===== src/rtl/sdcr_params.svh =====
/*
  constants for the synthesizer divider control registers: field positions,
  register select codes, reset values and timing counts.
  assumes a 200 MHz system clock and 24-bit serial words.
*/
`ifndef SDCR_PARAMS_SVH
`define SDCR_PARAMS_SVH

// ****************************************
// serial word and register select
// ****************************************
`define WORD_BITS 24
`define SEL_FEEDBACK 2'h0
`define SEL_REFDIV 2'h1
`define SEL_CONTROL 2'h2
`define SEL_NOISE 2'h3
`define WORD_RESET 24'h000000

// ****************************************
// feedback divider word fields
// ****************************************
`define FB_FASTLOCK_BIT 23
`define FB_INT_HI 22
`define FB_INT_LO 14
`define FB_FRACTION_VALUE_HI 13
`define FB_FRACTION_VALUE_LO 2

// ****************************************
// reference divider word fields
// ****************************************
`define RD_LOADCTL_BIT 23
`define RD_MUX_HI 22
`define RD_MUX_LO 20
`define RD_PRESC_BIT 18
`define RD_RVAL_HI 17
`define RD_RVAL_LO 14
`define RD_MOD_HI 13
`define RD_MOD_LO 2
`define MOD_RESET 12'h000
`define TIMER_RESET 12'h000

// ****************************************
// control word fields
// ****************************************
`define CT_CNTRST_BIT 2
`define CT_TRISTATE_BIT 3
`define CT_PWRDN_BIT 4
`define CT_LDP_BIT 5
`define CT_POL_BIT 6
`define CT_CPI_HI 10
`define CT_CPI_LO 7
`define CT_DOUBLER_BIT 11

// ****************************************
// noise and spur word fields
// ****************************************
`define NS_MODE_HI 10
`define NS_MODE_LO 2
`define NS_LOWEST_SPUR 9'h000
`define NS_LOWEST_NOISE 9'h0f1

// ****************************************
// lock detect timing
// ****************************************
`define CLK_FREQ_MHZ 200
`define LD_GOOD_NS 15
`define LD_BAD_NS 30
`define LD_GOOD_CYC (`LD_GOOD_NS * `CLK_FREQ_MHZ / 1000)
`define LD_BAD_CYC (`LD_BAD_NS * `CLK_FREQ_MHZ / 1000)
`define LD_COUNT_LOW 6'd24
`define LD_COUNT_HIGH 6'd40
`define ERR_MAX 8'hff

`endif


===== src/rtl/sdcr_pkg.sv =====
/*
  types shared by the synthesizer divider control block.
  assumes nothing beyond a SystemVerilog compiler.
*/
package sdcr_pkg;

  // ****************************************
  // output mux selections
  // ****************************************
  typedef enum logic [2:0] {
    MUX_TRISTATE = 3'h0,
    MUX_DIGITAL_LOCK = 3'h1,
    MUX_FEEDBACK_OUT = 3'h2,
    MUX_LOGIC_HIGH = 3'h3,
    MUX_REFDIV_OUT = 3'h4,
    MUX_ANALOG_LOCK = 3'h5,
    MUX_FASTLOCK_SW = 3'h6,
    MUX_LOGIC_LOW = 3'h7
  } sdcr_mux_e;

  // ****************************************
  // fast-lock sequencer
  // ****************************************
  typedef enum logic {FL_IDLE, FL_RUN} sdcr_fl_e;

endpackage


===== src/rtl/sdcr_control_regs.sv =====
/*
  synthesizer divider control: serial register load, reference divider,
  phase error measurement, lock detect, fast-lock timer and output mux.
  assumes pins arrive asynchronous to clock; the feedback divider itself
  lives outside and presents its output on feedbackIn.
*/
//
// Overview of operation
// - select code 01 loads reference divider register
// - select code 11 loads noise spur register
// - load control picks timer or modulus
// - wide bandwidth for timer comparison cycles
// - three bits pick output mux source
// - lock after enough successive errors below 15ns
// - lock holds until new channel or 30ns
// - precision bit picks 24 or 40 cycles
// - reference divided by four-bit ratio 1-15
// - modulus goes live on next feedback write
// - counter reset bit holds counters reset
// - three-state bit floats the charge pump
// - power-down bit keeps register contents
// - power-down resets counters, pump, lock detect
// - polarity bit sets phase detector sense
// - four bits drive charge pump current
// - doubler bit makes both reference edges active
// - dither only in lowest spur mode
// - select code 00 loads feedback divider register
// - fast lock raises pump current sixteen fold
// - mux code 110 shows fast-lock switch
// - feedback write with top bit starts fast lock
`timescale 1ns/1ps
`include "sdcr_params.svh"
module sdcr_control_regs (
  // clock and reset
  input wire logic clock,
  input wire logic rst_n,
  // three-wire programming pins
  input wire logic serialClk,
  input wire logic serialData,
  input wire logic loadEnable,
  // reference and feedback pins
  input wire logic referenceInput,
  input wire logic feedbackIn,
  // output mux pin
  output logic mux_output_select,
  output logic muxOutEn,
  // charge pump control
  output logic cpThreeState,
  output logic cpPolarity,
  output logic [3:0] cpCurrentCode,
  output logic cpBoost,
  output logic cpNoiseOpt,
  // synthesizer control
  output logic countersHeld,
  output logic powerDown,
  output logic ditherEn,
  output logic prescalerSel,
  output logic [8:0] intValue,
  output logic [11:0] fracValue,
  output logic [11:0] modulusActive,
  output logic comparisonPulse,
  output logic lockDetect
);

  // ****************************************
  // pin synchronisers
  // ****************************************
  logic [4:0] pinMeta_q;
  logic [4:0] pinSync_q;
  logic [4:0] pinLast_q;
  wire [4:0] pinIn = {feedbackIn, referenceInput, loadEnable, serialData, serialClk};

  genvar gi;
  generate
    for (gi = 0; gi < 5; gi++) begin : g_sync
      always_ff @(posedge clock) begin
        if (!rst_n) begin
          pinMeta_q[gi] <= 1'b0;
          pinSync_q[gi] <= 1'b0;
          pinLast_q[gi] <= 1'b0;
        end else begin
          pinMeta_q[gi] <= pinIn[gi];
          pinSync_q[gi] <= pinMeta_q[gi];
          pinLast_q[gi] <= pinSync_q[gi];
        end
      end
    end
  endgenerate

  wire sclkRise = pinSync_q[0] && !pinLast_q[0];
  wire sdataBit = pinSync_q[1];
  wire leRise = pinSync_q[2] && !pinLast_q[2];
  wire refRise = pinSync_q[3] && !pinLast_q[3];
  wire refFall = !pinSync_q[3] && pinLast_q[3];
  wire fbRise = pinSync_q[4] && !pinLast_q[4];

  // ****************************************
  // serial shift and register select
  // ****************************************
  logic [23:0] shiftReg_q;
  logic [23:0] feedbackDivReg_q;
  logic [23:0] refDividerReg_q;
  logic [23:0] controlReg_q;
  logic [23:0] noiseSpurReg_q;
  logic [11:0] modShadow_q;
  logic [11:0] flTimerValue_q;

  wire [1:0] selCode = shiftReg_q[1:0];
  wire wrFeedback = leRise && selCode == `SEL_FEEDBACK;
  wire wrRefDiv = leRise && selCode == `SEL_REFDIV;
  wire wrControl = leRise && selCode == `SEL_CONTROL;
  wire wrNoise = leRise && selCode == `SEL_NOISE;
  wire loadTimer = shiftReg_q[`RD_LOADCTL_BIT];
  wire [11:0] shiftMod = shiftReg_q[`RD_MOD_HI:`RD_MOD_LO];

  // writes are taken even in power-down; nothing here looks at it
  always_ff @(posedge clock) begin
    if (!rst_n) begin
      shiftReg_q <= `WORD_RESET;
    end else if (sclkRise) begin
      shiftReg_q <= {shiftReg_q[22:0], sdataBit};
    end
  end

  always_ff @(posedge clock) begin
    if (!rst_n) begin
      feedbackDivReg_q <= `WORD_RESET;
      refDividerReg_q <= `WORD_RESET;
      controlReg_q <= `WORD_RESET;
      noiseSpurReg_q <= `WORD_RESET;
      modShadow_q <= `MOD_RESET;
      flTimerValue_q <= `TIMER_RESET;
      modulusActive <= `MOD_RESET;
    end else begin
      if (wrFeedback) begin
        feedbackDivReg_q <= shiftReg_q;
        modulusActive <= modShadow_q;
      end
      if (wrRefDiv) begin
        refDividerReg_q <= shiftReg_q;
        if (loadTimer) begin
          flTimerValue_q <= shiftMod;
        end else begin
          modShadow_q <= shiftMod;
        end
      end
      if (wrControl) begin
        controlReg_q <= shiftReg_q;
      end
      if (wrNoise) begin
        noiseSpurReg_q <= shiftReg_q;
      end
    end
  end

  // ****************************************
  // decoded control fields
  // ****************************************
  wire ctlCntReset = controlReg_q[`CT_CNTRST_BIT];
  wire ctlPowerDown = controlReg_q[`CT_PWRDN_BIT];
  wire ctlDoubler = controlReg_q[`CT_DOUBLER_BIT];
  wire holdCounters = ctlCntReset || ctlPowerDown;
  wire [3:0] rValue = refDividerReg_q[`RD_RVAL_HI:`RD_RVAL_LO];
  wire [3:0] rEffective = (rValue == 4'h0) ? 4'h1 : rValue;
  wire [8:0] nsMode = noiseSpurReg_q[`NS_MODE_HI:`NS_MODE_LO];
  wire [2:0] muxSelRaw = refDividerReg_q[`RD_MUX_HI:`RD_MUX_LO];
  wire sdcr_pkg::sdcr_mux_e muxSel = sdcr_pkg::sdcr_mux_e'(muxSelRaw);

  // ****************************************
  // reference divider
  // ****************************************
  logic [3:0] rCount_q;
  logic rDivOut_q;
  wire refActive = ctlDoubler ? (refRise || refFall) : refFall;
  // >= so a lowered ratio wraps at once instead of running round to 15
  wire rWrap = refActive && (rCount_q >= rEffective - 4'h1);

  always_ff @(posedge clock) begin
    if (!rst_n || holdCounters) begin
      rCount_q <= 4'h0;
      rDivOut_q <= 1'b0;
      comparisonPulse <= 1'b0;
    end else begin
      comparisonPulse <= rWrap;
      if (rWrap) begin
        rCount_q <= 4'h0;
        rDivOut_q <= !rDivOut_q;
      end else if (refActive) begin
        rCount_q <= rCount_q + 4'h1;
      end
    end
  end

  // ****************************************
  // phase error measurement
  // ****************************************
  logic refPend_q;
  logic fbPend_q;
  logic [7:0] errCnt_q;
  logic errValid_q;
  logic [7:0] errSample_q;
  wire fbEvent = fbRise && !holdCounters;
  wire anyPend = refPend_q || fbPend_q;
  // a repeated edge on the same side counts as a worst-case error
  wire sameAgain = (refPend_q && comparisonPulse) || (fbPend_q && fbEvent);
  wire closes = (refPend_q && fbEvent) || (fbPend_q && comparisonPulse);

  always_ff @(posedge clock) begin
    if (!rst_n || holdCounters) begin
      refPend_q <= 1'b0;
      fbPend_q <= 1'b0;
      errCnt_q <= 8'h00;
      errValid_q <= 1'b0;
      errSample_q <= 8'h00;
    end else begin
      errValid_q <= 1'b0;
      if (comparisonPulse && fbEvent && !anyPend) begin
        errValid_q <= 1'b1;
        errSample_q <= 8'h00;
      end else if (closes) begin
        errValid_q <= 1'b1;
        errSample_q <= errCnt_q;
        refPend_q <= 1'b0;
        fbPend_q <= 1'b0;
      end else if (sameAgain) begin
        errValid_q <= 1'b1;
        errSample_q <= `ERR_MAX;
        errCnt_q <= 8'h01;
      end else if (!anyPend && (comparisonPulse || fbEvent)) begin
        refPend_q <= comparisonPulse;
        fbPend_q <= fbEvent;
        errCnt_q <= 8'h01;
      end else if (anyPend && errCnt_q != `ERR_MAX) begin
        errCnt_q <= errCnt_q + 8'h01;
      end
    end
  end

  // ****************************************
  // digital lock detect
  // ****************************************
  wire lockClear = holdCounters || wrFeedback;

  sdcr_lock_detect sdcr_lock_detect_inst (
    .clock(clock),
    .rst_n(rst_n),
    .clear(lockClear),
    .sampleValid(errValid_q),
    .errCycles(errSample_q),
    .precision(controlReg_q[`CT_LDP_BIT]),
    .locked(lockDetect)
  );

  // ****************************************
  // fast-lock timer
  // ****************************************
  sdcr_pkg::sdcr_fl_e flState_q;
  logic [11:0] flCount_q;
  wire flStart = wrFeedback && shiftReg_q[`FB_FASTLOCK_BIT] && flTimerValue_q != 12'h000;
  wire flLast = comparisonPulse && flCount_q == 12'h001;

  // counts comparison pulses, so it stalls under counter reset; power-down returns it to idle
  always_ff @(posedge clock) begin
    if (!rst_n || ctlPowerDown) begin
      flState_q <= sdcr_pkg::FL_IDLE;
      flCount_q <= 12'h000;
    end else if (flStart) begin
      flState_q <= sdcr_pkg::FL_RUN;
      flCount_q <= flTimerValue_q;
    end else begin
      unique case (flState_q)
        sdcr_pkg::FL_IDLE: begin
          flCount_q <= 12'h000;
        end
        sdcr_pkg::FL_RUN: begin
          if (flLast) begin
            flState_q <= sdcr_pkg::FL_IDLE;
          end
          if (comparisonPulse) begin
            flCount_q <= flCount_q - 12'h001;
          end
        end
      endcase
    end
  end

  wire flActive = flState_q == sdcr_pkg::FL_RUN;

  // ****************************************
  // output mux selection
  // ****************************************
  wire muxValue = (muxSel == sdcr_pkg::MUX_DIGITAL_LOCK) ? lockDetect :
                  (muxSel == sdcr_pkg::MUX_FEEDBACK_OUT) ? pinSync_q[4] :
                  (muxSel == sdcr_pkg::MUX_LOGIC_HIGH) ? 1'b1 :
                  (muxSel == sdcr_pkg::MUX_REFDIV_OUT) ? rDivOut_q :
                  (muxSel == sdcr_pkg::MUX_ANALOG_LOCK) ? 1'b0 : 1'b0;
  // analog lock is open drain: pull low only while unlocked
  wire muxDrive = (muxSel == sdcr_pkg::MUX_TRISTATE) ? 1'b0 :
                  (muxSel == sdcr_pkg::MUX_ANALOG_LOCK) ? !lockDetect :
                  (muxSel == sdcr_pkg::MUX_FASTLOCK_SW) ? flActive : 1'b1;

  // ****************************************
  // registered outputs
  // ****************************************
  always_ff @(posedge clock) begin
    if (!rst_n) begin
      mux_output_select <= 1'b0;
      muxOutEn <= 1'b0;
      cpThreeState <= 1'b1;
      cpPolarity <= 1'b0;
      cpCurrentCode <= 4'h0;
      cpBoost <= 1'b0;
      cpNoiseOpt <= 1'b0;
      countersHeld <= 1'b1;
      powerDown <= 1'b0;
      ditherEn <= 1'b0;
      prescalerSel <= 1'b0;
      intValue <= 9'h000;
      fracValue <= 12'h000;
    end else begin
      mux_output_select <= muxValue;
      muxOutEn <= muxDrive;
      cpThreeState <= controlReg_q[`CT_TRISTATE_BIT] || ctlPowerDown;
      cpPolarity <= controlReg_q[`CT_POL_BIT];
      cpCurrentCode <= controlReg_q[`CT_CPI_HI:`CT_CPI_LO];
      cpBoost <= flActive;
      cpNoiseOpt <= nsMode == `NS_LOWEST_NOISE;
      countersHeld <= holdCounters;
      powerDown <= ctlPowerDown;
      ditherEn <= nsMode == `NS_LOWEST_SPUR;
      prescalerSel <= refDividerReg_q[`RD_PRESC_BIT];
      intValue <= feedbackDivReg_q[`FB_INT_HI:`FB_INT_LO];
      fracValue <= feedbackDivReg_q[`FB_FRACTION_VALUE_HI:`FB_FRACTION_VALUE_LO];
    end
  end
endmodule


===== src/rtl/sdcr_lock_detect.sv =====
/*
  digital lock detector: qualifies successive comparison cycles.
  assumes one sampleValid pulse per comparison cycle with its error in clocks.
*/
`timescale 1ns/1ps
`include "sdcr_params.svh"
module sdcr_lock_detect (
  // clock and reset
  input wire logic clock,
  input wire logic rst_n,
  // measurement
  input wire logic clear,
  input wire logic sampleValid,
  input wire logic [7:0] errCycles,
  input wire logic precision,
  // result
  output logic locked
);

  logic [5:0] goodCnt_q;
  wire isGood = errCycles < 8'(`LD_GOOD_CYC);
  wire isBad = errCycles > 8'(`LD_BAD_CYC);
  wire [5:0] target = precision ? `LD_COUNT_HIGH : `LD_COUNT_LOW;
  wire [5:0] goodNext = goodCnt_q + 6'h01;

  always_ff @(posedge clock) begin
    if (!rst_n || clear) begin
      goodCnt_q <= 6'h00;
      locked <= 1'b0;
    end else if (sampleValid && locked) begin
      if (isBad) begin
        locked <= 1'b0;
      end
    end else if (sampleValid) begin
      // a middling error breaks the run without dropping lock
      goodCnt_q <= isGood ? goodNext : 6'h00;
      if (isGood && goodNext >= target) begin
        locked <= 1'b1;
        goodCnt_q <= 6'h00;
      end
    end
  end
endmodule


===== config.mk =====
export PLATFORM = sky130hd
export DESIGN_NAME = sdcr_control_regs
export DESIGN_NICKNAME = d
export VERILOG_FILES = /design/src/rtl/sdcr_pkg.sv /design/src/rtl/sdcr_control_regs.sv /design/src/rtl/sdcr_lock_detect.sv
export VERILOG_INCLUDE_DIRS = /design/src /design/src/rtl
export SDC_FILE = /design/constraint.sdc
export NUM_CORES = 1
export LEC_CHECK = 0
export ABC_AREA = 1
export BUFFER_PORTS_ARGS = -buffer_cell sky130_fd_sc_hd__buf_2
export CAP_MARGIN = 20
export CORE_ASPECT_RATIO = 0.7
export CORE_MARGIN = 2
export CORE_UTILIZATION = 50
export DETAILED_ROUTE_END_ITERATION = 8
export PLACE_DENSITY = 0.82
export SYNTH_ARGS = -nofsm -noshare
export SYNTH_HDL_FRONTEND = slang
export SYNTH_SLANG_ARGS = --single-unit

===== constraint.sdc =====
create_clock -name clock -period 1.5 [get_ports clock]
set_clock_uncertainty 0.05 [all_clocks]
set_input_delay 0.3 -clock clock [delete_from_list [all_inputs] [get_ports clock]]
set_output_delay 0.3 -clock clock [all_outputs]
set_load 0.05 [all_outputs]

==> summary.md <==
| Metric | Value |
|---|---|
| # setup viols final | `13` |
| Reg2Reg Capture Point | `rCount_q[1]` |
| Reg2Reg Launch Point | `refDividerReg_q[16]` |
| WP buf/inv | `2` |
| Clk_lat worst skew | `490 ps` |
| Multi-input gate area | `3727 um2` |
| Total power | `11.58 mW` |
| Die Span Y | `110.5 um` |
| Pin count of the biggest net entering global routing | `93` |
| First-pass GRT wire length | `31330 um` |
| Pwr Density | `1130 nW/um2` |
| P_leak | `4.756 nW` |
| GRT Residual Overflow | `0` |
| Initial antenna violation count | `0` |
| Flop-to-flop setup slack | `-280 ps` |
| CP Launch Type | `register` |
| Worst relative slew slack | `0.7083` |
| CP Cell Sequence | `nor2_4, nand2_4, nand2_4, nor2_4, xor2_1, inv_1, ha_4, nand2_2, inv_2, nand2_2, nand2_4, nand2_4, nand2_4, nor2_2` |
| Fin. max-slew vios | `0` |
| Die area | `17260 um2` |
| Final worst slack | `-277.6 ps` |
| Critical Path AT | `2110 ps` |
| FF-to-FF path depth | `14` |
| Drt pass-1 iters | `5` |
| Sink Count | `202` |
| CTS tree | `done` |
| Unrepaired setup endpoints after global routing | `true` |
| Area delta synth->final | `26.39%` |
| Tmin final | `1778 ps` |
| Nets | `1208` |
| Drt drc | `0` |
| Setup CP Type | `register to register` |
| Sequential cell area | `4074 um2` |
| Detail Route Antenna Nets | `0` |
| Global-route total usage across every layer | `0.2179` |
| Placed wire-length estimate | `12330 um` |
| Syn_nets | `1088` |
| Diode count | `0` |
| Worst-margin pin slew | `436.6 ps` |
| Total number of vias | `7303` |
| Share of layout cells above drive strength 1 | `0.2411` |
| Routability-driven placement congestion ratio | `0.8830` |
| Most frequent cells in the layout | `nor2_1 (193), dfxtp_1 (184), nand2_1 (139)` |
| Mapped Cells | `1069` |
| EDFF count, synth | `0` |
| Failing checks | `negative setup slack` |
| Primary FF master, synth | `dfxtp_1` |
| Setup TNS | `-3190 ps` |
| Row Count | `38` |
| Setup crit start | `refDividerReg_q[16]` |
| Commonest non-fill, non-tap cell in the layout | `nor2_1` |
| Layout filler cell count | `1245` |
| Core area | `15690 um2` |
| Syn Std Cell Area | `8107 um2` |
| Crit-path max FO | `4` |
| # IOs | `56` |
| Req. time, crit path | `1830 ps` |
| Initial drt markers | `541` |
| Clock-pin slew on the worst setup and hold paths | `70 ps` |
| Final hold slack | `210.2 ps` |
| Die Wd | `156.2 um` |
| Max-Cap Viols | `0` |
| Hold EP | `muxOutEn` |
| Status | `finished, violations left` |
| Vias in the first global route | `6561` |
| Period Utilization, post-route | `1.185` |
| Synth Register Bits | `202` |
| Worst min path class | `primary input to register` |
| Crit. End Element | `register` |
| Syn_area_per_cell | `7.583 um2` |
| Final Hold Fails | `0` |
| Via density per instance | `5.205` |
| Worst Hold Launch | `rst_n` |
| Worst Hold Path Cells | `4` |
| Total CTS buffers | `20` |
| Routed WL | `19810 um` |
| Worst path most repeated cell | `nand2_4` |
| H-tree level count | `1` |
| Slowest-stage cell, CP | `dfxtp_2` |
| Ys async rst share | `0` |
| Yosys cell types | `44` |
| Peak Freq | `562.6 MHz` |
| Input/output buffers | `55` |
| DR WL/cell | `14.12 um` |
| Root buffer cell | `clkbuf_16` |
| Starting Density | `0.5167` |
| Sequential share of the synthesized area | `0.4988` |
| Peak supply drop | `647.1 uV` |
| Clock Tree Buf Depth | `3` |
| Crit path max-delay family | `simple AND/OR/NAND/NOR gates` |
| CP peak stage delay | `360 ps` |
| Synth Warn # | `0` |
[how the worst max path moves through the flow]
stage / endpoint / slack, ps / cells after the start
floorplan: sdcr_lock_detect_inst.goodCnt_q[2] / -130 / 9
global placement: flCount_q[1] / -290 / 5
detailed placement: flCount_q[1] / -320 / 5
CTS: sdcr_lock_detect_inst.goodCnt_q[3] / -250 / 9
global route: sdcr_lock_detect_inst.goodCnt_q[4] / -390 / 9
finish: rCount_q[1] / -280 / 14
[kinds of logic (layout without fill, tap and decap cells)]
group                    after synthesis  count (layout)  share of synthesized area
AO/OA/AOI/OAI                        205             205                     0.1346
AND/OR/NAND/NOR                      468             468                     0.2496
multiplexers                           1               1                   0.001235
flip-flops                           202             202                     0.4988
buffers and inverters                171             305                    0.08643
adder cells (fa/ha/maj)               12              12                    0.01852
XOR/XNOR                              10              10                    0.01080
[power by group]
group          internal, mW  leakage (nW)  switching, mW
clock network          3.11         0.330           2.05
logic                 0.257          2.78          0.547
registers              5.50          1.65          0.113
total                  8.87          4.76           2.71
[final cells by class]
cell class | instances | share of cell area
multi-input combinational | 696 | 0.3638
clock inverter | 6 | 0.008304
inverter | 130 | 0.04836
clock buffer | 30 | 0.05849
timing repair buffer | 139 | 0.09903
sequential | 202 | 0.3976
tap | 200 | 0.02442
[per-layer routing]
metal  up-vias  part of all wire  track usage
met5         -                 0            0
met4         0             0.026      0.06055
met3        46             0.065      0.03768
met2       226              0.46       0.3360
met1      3387              0.45       0.3145
li1       3644                 -            -
[stage by stage]
step	worst slack, ps	cell area, um2	std cells	util
floorplan	-128.0	8130	1069	-
global placement	-287.5	8946	1343	0.5702
detailed placement	-322.7	8946	1343	0.5702
CTS	-254.5	9813	1398	0.6254
global route	-385.4	10250	1403	0.6530
finish	-277.6	10250	1403	0.6530
[tightest hold or removal path, stage by stage]
cell,delay (ps)
buf_4,90
inv_2,60
buf_4,160
a21oi_1,100
[sequential cells by signal, summed over array words and instances, names as in the netlist, 4 cells and up]
name and flops:
modShadow_q 12, flTimerValue_q 12, pinSync_q 4, modulusActive 12
feedbackDivReg_q 21, refDividerReg_q 8, pinLast_q 4, rCount_q 4
cpCurrentCode 4, shiftReg_q 24, noiseSpurReg_q 9, flCount_q 12
fracValue 12, pinMeta_q 5, intValue 9, errCnt_q 8
errSample_q 8, controlReg_q 10, sdcr_lock_detect_inst.goodCnt_q 6
[cells in the mapped netlist, types with 2 or more instances]
cell type    n  area, um2
a21oi_1     76      380.4
dfxtp_1    202       4044
o21ai_1      6      30.03
nor3_1       3      15.01
buf_4        3      22.52
o21ai_2      7      61.31
nand2_4      4      45.04
buf_1        3      11.26
xor2_1       8      70.07
nor2_1     209      784.5
o21ai_0    107      535.5
ha_1        12      150.1
nand3_1     58      290.3
nand3_2      3      30.03
inv_1      120      450.4
buf_2        8      40.04
inv_2        9      33.78
clkbuf_1    23      86.33
or2_2        3      18.77
nand2_2      9      56.30
nor4_1       2      12.51
o31ai_1      2      15.01
o211ai_1     2      15.01
nor2_2       3      18.77
nor2_8       2      40.04
nand2_1    155      581.8
nand4_1     12      75.07
xnor2_1      2      17.52
[timing repair]
item / CTS / global route
pin swaps: 10 / 45
setup buffers: 14 / 5
endpoints found under the setup margin: 34 / 49
endpoints found under the hold margin: 5 / 0
hold buffers: 5 / 0
gates resized for setup: 13 / 106
Note: power is estimated with default switching activity, not from simulation.
